## src/rtl/exec_slice_pkg.sv

```systemverilog
/*
 * Shared constants for the compare, clear, invert, decimal-adjust,
 * count-down and divide execution slice: opcodes, lengths, cycle counts.
 * Assumes one machine cycle of the slice equals one core_clk period.
 */
package exec_slice_pkg;

   // ----------------------------------------------------------------
   // Opcodes handled by this slice
   // ----------------------------------------------------------------
   localparam logic [7:0] OPC_CMP_A_IMM = 8'hB4;
   localparam logic [7:0] OPC_CMP_A_DIR = 8'hB5;
   localparam logic [7:0] OPC_CMP_IND = 8'hB6;   // Low bit picks the pointer register
   localparam logic [7:0] OPC_CMP_REG = 8'hB8;   // Low three bits pick the working register
   localparam logic [7:0] OPC_ZERO_A = 8'hE4;
   localparam logic [7:0] OPC_ZERO_C = 8'hC3;
   localparam logic [7:0] OPC_ZERO_BIT = 8'hC2;
   localparam logic [7:0] OPC_INV_A = 8'hF4;
   localparam logic [7:0] OPC_INV_C = 8'hB3;
   localparam logic [7:0] OPC_INV_BIT = 8'hB2;
   localparam logic [7:0] OPC_BCD = 8'hD4;
   localparam logic [7:0] OPC_DN_A = 8'h14;
   localparam logic [7:0] OPC_DN_DIR = 8'h15;
   localparam logic [7:0] OPC_DN_IND = 8'h16;
   localparam logic [7:0] OPC_DN_REG = 8'h18;
   localparam logic [7:0] OPC_DIVIDE = 8'h84;
   localparam logic [7:0] OPC_DNB_REG = 8'hD8;
   localparam logic [7:0] OPC_DNB_DIR = 8'hD5;

   // ----------------------------------------------------------------
   // Instruction lengths in bytes and machine cycles
   // ----------------------------------------------------------------
   localparam logic [15:0] LEN_ONE = 16'h0001;
   localparam logic [15:0] LEN_TWO = 16'h0002;
   localparam logic [15:0] LEN_THREE = 16'h0003;
   localparam logic [2:0] CYC_ONE = 3'h1;
   localparam logic [2:0] CYC_TWO = 3'h2;
   localparam logic [2:0] CYC_DIV = 3'h4;

   // ----------------------------------------------------------------
   // Decimal adjust constants
   // ----------------------------------------------------------------
   localparam logic [3:0] BCD_DIGIT_MAX = 4'h9;
   localparam logic [3:0] BCD_FIX = 4'h6;

   // Divide steps: two quotient bits per machine cycle over four cycles
   localparam logic [1:0] DIV_LAST_STEP = 2'h3;

   // Operation classes after decode
   typedef enum logic [3:0] {
      OP_NONE = 4'h0,
      OP_CMP = 4'h1,
      OP_ZERO_A = 4'h2,
      OP_ZERO_C = 4'h3,
      OP_ZERO_BIT = 4'h4,
      OP_INV_A = 4'h5,
      OP_INV_C = 4'h6,
      OP_INV_BIT = 4'h7,
      OP_BCD = 4'h8,
      OP_DN_A = 4'h9,
      OP_DN_MEM = 4'hA,
      OP_DIVIDE = 4'hB,
      OP_DNB = 4'hC
   } op_class_t;

   // Control states, Gray along idle -> run
   typedef enum logic [1:0] {
      ST_IDLE = 2'b00,
      ST_RUN = 2'b01
   } exec_state_t;

endpackage : exec_slice_pkg

```

## src/rtl/exec_slice.sv

```systemverilog
/*
 * Execution slice of an 8-bit accumulator CPU: compare-branch-unequal,
 * zero and invert of accumulator, carry or bit, decimal adjust, count
 * down, count-down-branch and unsigned divide.
 * Assumes the fetch pipeline hands over the opcode, the following bytes,
 * the instruction address and the operand values (working register,
 * pointed RAM byte or direct byte from pins, plus the port output latch
 * and port flag for direct addresses) in the start cycle, and that it
 * performs the writes this slice requests in the done cycle.
 */
// Contract
// - Compare-branch-unequal branches only when the two operands differ.
// - Compare sets carry when destination below source, else clears; operands untouched.
// - Compare forms: A/direct, A/immediate, working register/immediate, pointed RAM/immediate.
// - Compare is three bytes, two cycles; PC advances three before branch.
// - Zero accumulator clears A, no flag change, one byte one cycle.
// - Zero carry (one byte) or addressable bit (two bytes), one cycle each.
// - Invert accumulator gives one's complement, flags unchanged, one byte one cycle.
// - Invert carry (one byte) or addressable bit (two bytes), one cycle.
// - Port read-modify-write takes the output latch, not the pin levels.
// - Decimal adjust adds six when low nibble above nine or nibble carry set.
// - Then adds six to high nibble when carry set or nibble above nine.
// - Decimal adjust is one cycle, only sets carry, never touches overflow.
// - Count down subtracts one with wrap from A, register, direct or pointed byte.
// - Divide gives quotient in A, remainder in B, clears carry and overflow, four cycles.
// - Zero divisor sets overflow and clears carry.
// - Count-down-branch wraps, branches on nonzero result, flags unchanged.
// - Count-down-branch register form two bytes, direct form three, both two cycles.
// - Branch target is next-instruction address plus sign-extended last byte.
module exec_slice
   import exec_slice_pkg::*;
(
   input wire logic core_clk,
   input wire logic rst,
   input wire logic start,
   input wire logic [7:0] opcode,
   input wire logic [7:0] byte2,
   input wire logic [7:0] byte3,
   input wire logic [15:0] pc_in,
   input wire logic [7:0] acc_in,
   input wire logic [7:0] b_in,
   input wire logic carry_in,
   input wire logic nibble_carry_in,
   input wire logic [7:0] operand_in,
   input wire logic [7:0] latch_in,
   input wire logic port_hit,
   input wire logic bit_pin_in,
   input wire logic bit_latch_in,
   output logic busy,
   output logic done,
   output logic [15:0] pc_next,
   output logic [7:0] acc_out,
   output logic acc_we,
   output logic [7:0] b_out,
   output logic b_we,
   output logic carry_out,
   output logic carry_we,
   output logic wf_out,
   output logic wf_we,
   output logic [7:0] mem_wdata,
   output logic mem_we,
   output logic bit_wdata,
   output logic bit_we
);

   // ----------------------------------------------------------------
   // Decode helpers
   // ----------------------------------------------------------------

   // Opcode to operation class; anything outside this slice is OP_NONE
   function automatic op_class_t op_class(input logic [7:0] opc);
      op_class = OP_NONE;
      if (opc == OPC_CMP_A_IMM || opc == OPC_CMP_A_DIR || opc[7:1] == OPC_CMP_IND[7:1]
          || opc[7:3] == OPC_CMP_REG[7:3]) begin
         op_class = OP_CMP;
      end else if (opc == OPC_ZERO_A) begin
         op_class = OP_ZERO_A;
      end else if (opc == OPC_ZERO_C) begin
         op_class = OP_ZERO_C;
      end else if (opc == OPC_ZERO_BIT) begin
         op_class = OP_ZERO_BIT;
      end else if (opc == OPC_INV_A) begin
         op_class = OP_INV_A;
      end else if (opc == OPC_INV_C) begin
         op_class = OP_INV_C;
      end else if (opc == OPC_INV_BIT) begin
         op_class = OP_INV_BIT;
      end else if (opc == OPC_BCD) begin
         op_class = OP_BCD;
      end else if (opc == OPC_DN_A) begin
         op_class = OP_DN_A;
      end else if (opc == OPC_DN_DIR || opc[7:1] == OPC_DN_IND[7:1]
                   || opc[7:3] == OPC_DN_REG[7:3]) begin
         op_class = OP_DN_MEM;
      end else if (opc == OPC_DIVIDE) begin
         op_class = OP_DIVIDE;
      end else if (opc == OPC_DNB_DIR || opc[7:3] == OPC_DNB_REG[7:3]) begin
         op_class = OP_DNB;
      end
   endfunction : op_class

   // Instruction length in bytes
   function automatic logic [15:0] op_len(input logic [7:0] opc);
      unique case (op_class(opc))
         OP_CMP: op_len = LEN_THREE;
         OP_ZERO_BIT, OP_INV_BIT: op_len = LEN_TWO;
         OP_DN_MEM: op_len = (opc == OPC_DN_DIR) ? LEN_TWO : LEN_ONE;
         OP_DNB: op_len = (opc == OPC_DNB_DIR) ? LEN_THREE : LEN_TWO;
         default: op_len = LEN_ONE;
      endcase
   endfunction : op_len

   // Machine cycles the instruction occupies
   function automatic logic [2:0] op_cycles(input op_class_t cls);
      unique case (cls)
         OP_CMP, OP_DNB: op_cycles = CYC_TWO;
         OP_DIVIDE: op_cycles = CYC_DIV;
         default: op_cycles = CYC_ONE;
      endcase
   endfunction : op_cycles

   // Direct address forms that may land on a port latch
   function automatic logic is_direct_rmw(input logic [7:0] opc);
      is_direct_rmw = (opc == OPC_DN_DIR) || (opc == OPC_DNB_DIR);
   endfunction : is_direct_rmw

   // ----------------------------------------------------------------
   // State
   // ----------------------------------------------------------------
   typedef struct packed {
      exec_state_t st;
      logic [1:0] cnt;
      logic is_div;
      logic [5:0] pend;   // acc, b, carry, wrap, mem, bit
      logic [15:0] pc;
      logic [7:0] acc;
      logic [7:0] b;
      logic cy;
      logic wf;
      logic [7:0] mem;
      logic bitv;
      logic [5:0] we;
      logic done;
   } core_state_t;

   core_state_t cur_q;
   core_state_t cur_d;

   logic [7:0] bcd_acc;
   logic bcd_carry;
   logic [7:0] div_quo;
   logic [7:0] div_rem;
   logic div_start;

   bcd_fixup_unit u_bcd (
      .acc_in(acc_in),
      .carry_in(carry_in),
      .nibble_carry_in(nibble_carry_in),
      .acc_out(bcd_acc),
      .carry_out(bcd_carry)
   );

   byte_divider u_div (
      .core_clk(core_clk),
      .rst(rst),
      .start(div_start),
      .dividend(acc_in),
      .divisor(b_in),
      .quotient(div_quo),
      .remainder(div_rem)
   );

   // A start during a running instruction is ignored
   assign div_start = start && (cur_q.st == ST_IDLE) && (op_class(opcode) == OP_DIVIDE);

   // ----------------------------------------------------------------
   // Execute: results are formed at take (divide quotient and remainder at the last run edge), released at done
   // ----------------------------------------------------------------
   always_comb begin
      op_class_t cls;
      logic [7:0] dst;
      logic [7:0] src;
      logic [7:0] rel;
      logic [7:0] rmw;
      logic [7:0] dn_val;
      logic bit_src;
      logic [15:0] seq_pc;
      logic [2:0] cycles;
      cur_d = cur_q;
      cls = op_class(opcode);
      dst = (opcode == OPC_CMP_A_IMM || opcode == OPC_CMP_A_DIR) ? acc_in : operand_in;
      src = (opcode == OPC_CMP_A_DIR) ? operand_in : byte2;
      rel = (cls == OP_DNB && opcode != OPC_DNB_DIR) ? byte2 : byte3;
      rmw = (is_direct_rmw(opcode) && port_hit) ? latch_in : operand_in;
      bit_src = port_hit ? bit_latch_in : bit_pin_in;
      dn_val = rmw - 8'h01;
      seq_pc = pc_in + op_len(opcode);
      cycles = op_cycles(cls);
      cur_d.done = 1'b0;
      cur_d.we = 6'h00;
      unique case (cur_q.st)
         ST_IDLE: begin
            if (start && cls != OP_NONE) begin
               cur_d.st = ST_RUN;
               cur_d.cnt = 2'(cycles - 3'h1);
               cur_d.is_div = (cls == OP_DIVIDE);
               cur_d.pc = seq_pc;
               cur_d.pend = 6'h00;
               unique case (cls)
                  OP_CMP: begin
                     if (dst != src) begin
                        cur_d.pc = seq_pc + {{8{rel[7]}}, rel};
                     end
                     cur_d.cy = (dst < src);
                     cur_d.pend = 6'b001000;
                  end
                  OP_ZERO_A: begin
                     cur_d.acc = 8'h00;
                     cur_d.pend = 6'b100000;
                  end
                  OP_ZERO_C: begin
                     cur_d.cy = 1'b0;
                     cur_d.pend = 6'b001000;
                  end
                  OP_ZERO_BIT: begin
                     cur_d.bitv = 1'b0;
                     cur_d.pend = 6'b000001;
                  end
                  OP_INV_A: begin
                     cur_d.acc = ~acc_in;
                     cur_d.pend = 6'b100000;
                  end
                  OP_INV_C: begin
                     cur_d.cy = ~carry_in;
                     cur_d.pend = 6'b001000;
                  end
                  OP_INV_BIT: begin
                     cur_d.bitv = ~bit_src;
                     cur_d.pend = 6'b000001;
                  end
                  OP_BCD: begin
                     cur_d.acc = bcd_acc;
                     cur_d.cy = bcd_carry;
                     cur_d.pend = 6'b101000;
                  end
                  OP_DN_A: begin
                     cur_d.acc = acc_in - 8'h01;
                     cur_d.pend = 6'b100000;
                  end
                  OP_DN_MEM: begin
                     cur_d.mem = dn_val;
                     cur_d.pend = 6'b000010;
                  end
                  OP_DIVIDE: begin
                     cur_d.cy = 1'b0;
                     cur_d.wf = (b_in == 8'h00);
                     cur_d.pend = 6'b111100;
                  end
                  OP_DNB: begin
                     cur_d.mem = dn_val;
                     if (dn_val != 8'h00) begin
                        cur_d.pc = seq_pc + {{8{rel[7]}}, rel};
                     end
                     cur_d.pend = 6'b000010;
                  end
                  default: begin
                     cur_d.pend = 6'h00;
                  end
               endcase
            end
         end
         ST_RUN: begin
            if (cur_q.cnt == 2'h0) begin
               // Divider results are stable by the fourth edge
               if (cur_q.is_div) begin
                  cur_d.acc = div_quo;
                  cur_d.b = div_rem;
               end
               cur_d.st = ST_IDLE;
               cur_d.we = cur_q.pend;
               cur_d.done = 1'b1;
            end else begin
               cur_d.cnt = cur_q.cnt - 2'h1;
            end
         end
      endcase
   end

   // ----------------------------------------------------------------
   // State register
   // ----------------------------------------------------------------
   always_ff @(posedge core_clk or posedge rst) begin
      if (rst) begin
         cur_q <= '0;
      end else begin
         cur_q <= cur_d;
      end
   end

   // Outputs straight from the state flops
   assign busy = cur_q.st[0];
   assign done = cur_q.done;
   assign pc_next = cur_q.pc;
   assign acc_out = cur_q.acc;
   assign b_out = cur_q.b;
   assign carry_out = cur_q.cy;
   assign wf_out = cur_q.wf;
   assign mem_wdata = cur_q.mem;
   assign bit_wdata = cur_q.bitv;
   assign acc_we = cur_q.we[5];
   assign b_we = cur_q.we[4];
   assign carry_we = cur_q.we[3];
   assign wf_we = cur_q.we[2];
   assign mem_we = cur_q.we[1];
   assign bit_we = cur_q.we[0];

endmodule : exec_slice

```

## src/rtl/bcd_fixup_unit.sv

```systemverilog
/*
 * Combinational decimal-adjust datapath for the accumulator after a
 * packed-BCD addition. Assumes the caller applies the result at once.
 */
module bcd_fixup_unit
   import exec_slice_pkg::*;
(
   input wire logic [7:0] acc_in,
   input wire logic carry_in,
   input wire logic nibble_carry_in,
   output logic [7:0] acc_out,
   output logic carry_out
);

   // ----------------------------------------------------------------
   // Two-step correction; net effect is adding 00, 06, 60 or 66 hex
   // ----------------------------------------------------------------
   always_comb begin
      logic [8:0] low_sum;
      logic [8:0] high_sum;
      logic cy_mid;
      low_sum = {1'b0, acc_in};
      if ((acc_in[3:0] > BCD_DIGIT_MAX) || nibble_carry_in) begin
         low_sum = {1'b0, acc_in} + {5'h00, BCD_FIX};
      end
      cy_mid = carry_in | low_sum[8];
      high_sum = {1'b0, low_sum[7:0]};
      if (cy_mid || (low_sum[7:4] > BCD_DIGIT_MAX)) begin
         high_sum = {1'b0, low_sum[7:0]} + {1'b0, BCD_FIX, 4'h0};
      end
      acc_out = high_sum[7:0];
      carry_out = cy_mid | high_sum[8];
   end

endmodule : bcd_fixup_unit

```

## src/rtl/byte_divider.sv

```systemverilog
/*
 * Unsigned 8-bit by 8-bit restoring divider, two quotient bits per clock.
 * Assumes start is a one-cycle pulse with operands valid in that cycle;
 * results are valid from the third edge after the start edge.
 */
module byte_divider
   import exec_slice_pkg::*;
(
   input wire logic core_clk,
   input wire logic rst,
   input wire logic start,
   input wire logic [7:0] dividend,
   input wire logic [7:0] divisor,
   output logic [7:0] quotient,
   output logic [7:0] remainder
);

   typedef struct packed {
      logic [7:0] rem;
      logic [7:0] quo;
      logic [7:0] dvs;
      logic [1:0] step;
      logic active;
   } div_state_t;

   div_state_t cur_q;
   div_state_t cur_d;

   // One shift-subtract step; a zero divisor always subtracts, which
   // leaves all ones in the quotient and the dividend as remainder
   function automatic logic [15:0] div_step(input logic [7:0] rem, input logic [7:0] quo,
                                            input logic [7:0] dvs);
      logic [8:0] part;
      logic take;
      part = {rem, quo[7]};
      take = (part >= {1'b0, dvs});
      if (take) begin
         part = part - {1'b0, dvs};
      end
      div_step = {part[7:0], quo[6:0], take};
   endfunction : div_step

   // ----------------------------------------------------------------
   // Next state
   // ----------------------------------------------------------------
   always_comb begin
      logic [15:0] s1;
      logic [15:0] s2;
      cur_d = cur_q;
      s1 = 16'h0000;
      s2 = 16'h0000;
      if (start) begin
         s1 = div_step(8'h00, dividend, divisor);
         s2 = div_step(s1[15:8], s1[7:0], divisor);
         cur_d.rem = s2[15:8];
         cur_d.quo = s2[7:0];
         cur_d.dvs = divisor;
         cur_d.step = 2'h1;
         cur_d.active = 1'b1;
      end else if (cur_q.active) begin
         s1 = div_step(cur_q.rem, cur_q.quo, cur_q.dvs);
         s2 = div_step(s1[15:8], s1[7:0], cur_q.dvs);
         cur_d.rem = s2[15:8];
         cur_d.quo = s2[7:0];
         cur_d.step = cur_q.step + 2'h1;
         cur_d.active = (cur_q.step != DIV_LAST_STEP);
      end
   end

   always_ff @(posedge core_clk or posedge rst) begin
      if (rst) begin
         cur_q <= '0;
      end else begin
         cur_q <= cur_d;
      end
   end

   assign quotient = cur_q.quo;
   assign remainder = cur_q.rem;

endmodule : byte_divider

```

## config.mk

```make
export PLATFORM = sky130hd
export DESIGN_NAME = exec_slice
export DESIGN_NICKNAME = d
export VERILOG_FILES = /design/src/rtl/exec_slice_pkg.sv /design/src/rtl/exec_slice.sv /design/src/rtl/bcd_fixup_unit.sv /design/src/rtl/byte_divider.sv
export SDC_FILE = /design/constraint.sdc
export NUM_CORES = 1
export LEC_CHECK = 0
export ABC_AREA = 1
export BUFFER_PORTS_ARGS = -buffer_cell sky130_fd_sc_hd__buf_2
export CAP_MARGIN = 15
export CORE_MARGIN = 2
export CORE_UTILIZATION = 35
export CTS_CLUSTER_DIAMETER = 50
export CTS_CLUSTER_SIZE = 16
export DETAILED_ROUTE_END_ITERATION = 6
export GPL_ROUTABILITY_DRIVEN = 0
export SLEW_MARGIN = 30
export SYNTH_ARGS = -nofsm -noshare
export SYNTH_HDL_FRONTEND = slang
export SYNTH_SLANG_ARGS = --single-unit
```

## constraint.sdc

```tcl
create_clock -name core_clk -period 4.4 [get_ports core_clk]
set_input_delay 0.66 -clock core_clk [delete_from_list [all_inputs] [get_ports core_clk]]
set_output_delay 0.66 -clock core_clk [all_outputs]
set_load 0.02 [all_outputs]
```

==> flow_summary.toml <==
[cells_and_area]
multiInputGateArea_mm2 = 0.005323
drive_above_1_share_pct = 26.06
mostFrequentLayoutCell = "nand2_1"
instances_no_fill = 1712
fillers = 2444
postLayoutCoreUtil_pct = 43.97
final_nets = 1535
fin_area_mm2 = 0.01023
num_antenna_cells = 0
final_cell_mix = "nand2_1, inv_1, buf_2"
area_growth_pct = 24.72
ff_latch_area_mm2 = 0.002102

[route]
first_iter_violations = 581
drcViolationCount = 0
drt-total-wl_um = 25650
vias = 8479
vias_per_cell = 4.953
antenna_left = 0
wl_per_cell_um = 14.98
first_pass_iters = 5

[power_and_ir_drop]
total_power_mw = 3.383
power_density_mw_per_mm2 = 330.8
leakagePower_nw = 5.390
irDropWorstVdd_uv = 195.9

[yosys]
yosysWarnings = 0
synth_seq_cells = 84
ys.flop_type = "dfrtp_1"
synth-edff-count = 0
yosysTopAreaCell = "dfrtp_1"
async_flop_share_pct = 100.0
syn-instance-count = 1208
netlist.area_leader.share_pct = 25.63
yosysSeqAreaShare_pct = 25.63
yosysUniqueCellTypes = 52
ys_top_cells_by_area = "dfrtp_1, nand2_1, ha_1, inv_1, nand3_1"
netlist_area_mm2 = 0.008200
synth_fp_nets = 1354
avgSynthCellArea_um2 = 6.788

[cts]
cts_tree = "done"
clockBufferDepth = 2
clk_latency_ns = 0.35
hold_buffers = 0
cts_max_level = 3
clockRootBuffer = "clkbuf_16"
cts-buffers-inserted = 9
clk_pin_slew_ns = 0.07
cts_sinks = 84

[grt]
grt.met1_usage_pct = 26.88
met3_usage_pct = 3.387
grt_start_max_net_pins = 47
busiest_layer = "met2"
use_met2_pct = 36.72
grt_pass1_vias = 8199
gr-total-overflow = 0
grt_use_total_pct = 21.11
grt_pass1_wl_um = 41310
antenna_found_initial = 1

[worst_hold_path]
hold_class = "input pin to async pin"

[sta]
layout_min_cycle_time_ns = 4.290
finalMaxSlewViolations = 0
hold_ws_ns = 0.3952
setup_viol = 0
fin_worst_skew_ns = 0.006424
max_freq_ghz = 0.2331
grt_setup_unrepaired = "true"
relSlewSlack_pct = 55.76
tightest_slew_ns = 0.6628
hold_viol_final = 0
fin_crit_sh_pct = 97.49

[worst_setup_path]
critPathMaxFanout = 3
crit_path_frequent_cell = "nand2_1"
timing_worst_setup_path_type = "input pin to flip-flop"
startpoint_type = "input pin"
cp_slowest_cell = "ha_4"
critical-path-max-stage-delay_ns = 0.29
cp_data_arrival_time_ns = 4.53
endpoint_kind = "flip-flop"
crit_required_ns = 4.64

[die]
start_util_pct = 35.25
dieArea_mm2 = 0.02467
die_x_um = 157.1
fp-row-count = 56
num_io_pins = 131
die_h_um = 157.1
fp.coreArea_mm2 = 0.02326

[run]
cap_viol_max_count = 0

[run_status]
status = "finished, final reports clean"

[place]
placedCellCount = 1692
dpl_cell_area_mm2 = 0.009543
dp_hpwl_um = 20630
io_buffers = 130
-- cells in the mapped netlist, drive strengths merged (10+ instances only) --
| master | instances |
|---|---|
| nand4 | 11 |
| clkbuf | 11 |
| nand3 | 99 |
| inv | 181 |
| or2 | 19 |
| nand2 | 312 |
| dfrtp | 84 |
| a21oi | 56 |
| buf | 49 |
| xnor2 | 13 |
| nand3b | 10 |
| o21ai | 93 |
| ha | 61 |
| o211ai | 16 |
| nor2 | 83 |
| xor2 | 34 |
| nor3 | 18 |
-- flip-flops by register name, summed over array words and instances (netlist names) --
signal	count
acc_we	1
pc_next	16
carry_we	1
busy	1
b_out	8
b_we	1
acc_out	8
bit_we	1
u_div.quotient	8
u_div.remainder	8
mem_wdata	8
mem_we	1
bit_wdata	1
u_div.cur_q	11
carry_out	1
cur_q	7
wf_out	1
done	1
-- worst max-delay path: cells and delay by family --
| kind | cells | cell delay (ns) |
|---|---|---|
| buffers and inverters | 2 | 0.21 |
| XOR/XNOR | 1 | 0.21 |
| AND/OR/NAND/NOR | 18 | 2.09 |
| adder cells (fa/ha/maj) | 3 | 0.74 |
| AO/OA/AOI/OAI | 5 | 0.62 |
-- what timing repair did --
action,4_1_cts,5_1_grt
endpoints found under the setup margin,0,17
resized for setup,0,88
buffers inserted,0,5
-- power breakdown --
group / switching [mW] / leakage (nW) / total [mW] / internal [mW]
logic: 0.963 / 4.19 / 1.60 / 0.640
registers: 0.107 / 1.07 / 1.05 / 0.939
clock network: 0.349 / 0.126 / 0.734 / 0.386
total: 1.42 / 5.39 / 3.38 / 1.96
-- area by class of cell --
class	count	share of cell area (%)
inverters	187	6.888
clock buffers	9	2.202
well taps	319	3.903
clock inverters	6	0.5016
flip-flops and latches	84	20.55
multi-input cells	877	52.04
repair buffers	230	13.91
-- metal layers --
layer | routed length (um) | vias to the layer above
met5 | 0 | -
met4 | 583 | 0
met3 | 1351 | 38
met2 | 12420 | 237
met1 | 11300 | 3941
li1 | - | 4263
-- metrics by stage --
stage | worst slack, ns | setup TNS [ns]
floorplan | 0.004449 | 0
global placement | -0.2006 | -0.7203
detailed placement | -0.3101 | -1.380
CTS | 0.03883 | 0
global route | -0.1117 | -0.4383
finish | 0.1103 | 0
-- path summary, 6_finish.rpt --
path	from	to	slack, ns	cells past startpoint
worst max-delay path	opcode[0]	pc_next[15]$_DFFE_PP0P_	0.11	29
max in group asynchronous	rst	pc_next[15]$_DFFE_PP0P_	3.02	3
min in group core_clk	b_out[7]$_DFFE_PP0P_	b_out[7]$_DFFE_PP0P_	0.47	2
worst max register to register	u_div.remainder[1]$_DFFE_PP0P_	u_div.remainder[1]$_DFFE_PP0P_	0.41	24
worst min-delay path	rst	pc_next[6]$_DFFE_PP0P_	0.40	2
worst min register to register	b_out[7]$_DFFE_PP0P_	b_out[7]$_DFFE_PP0P_	0.47	2
-- cell families (layout without fill, tap and decap cells) --
group | count (synthesis) | in the layout | synth area share, %
flip-flops | 84 | 84 | 25.63
buffers and inverters | 247 | 432 | 13.70
adder cells (fa/ha/maj) | 66 | 66 | 10.53
AND/OR/NAND/NOR | 562 | 562 | 30.93
XOR/XNOR | 47 | 47 | 5.020
AO/OA/AOI/OAI | 202 | 202 | 14.19
No activity file was read; power rests on OpenSTA's default activity.
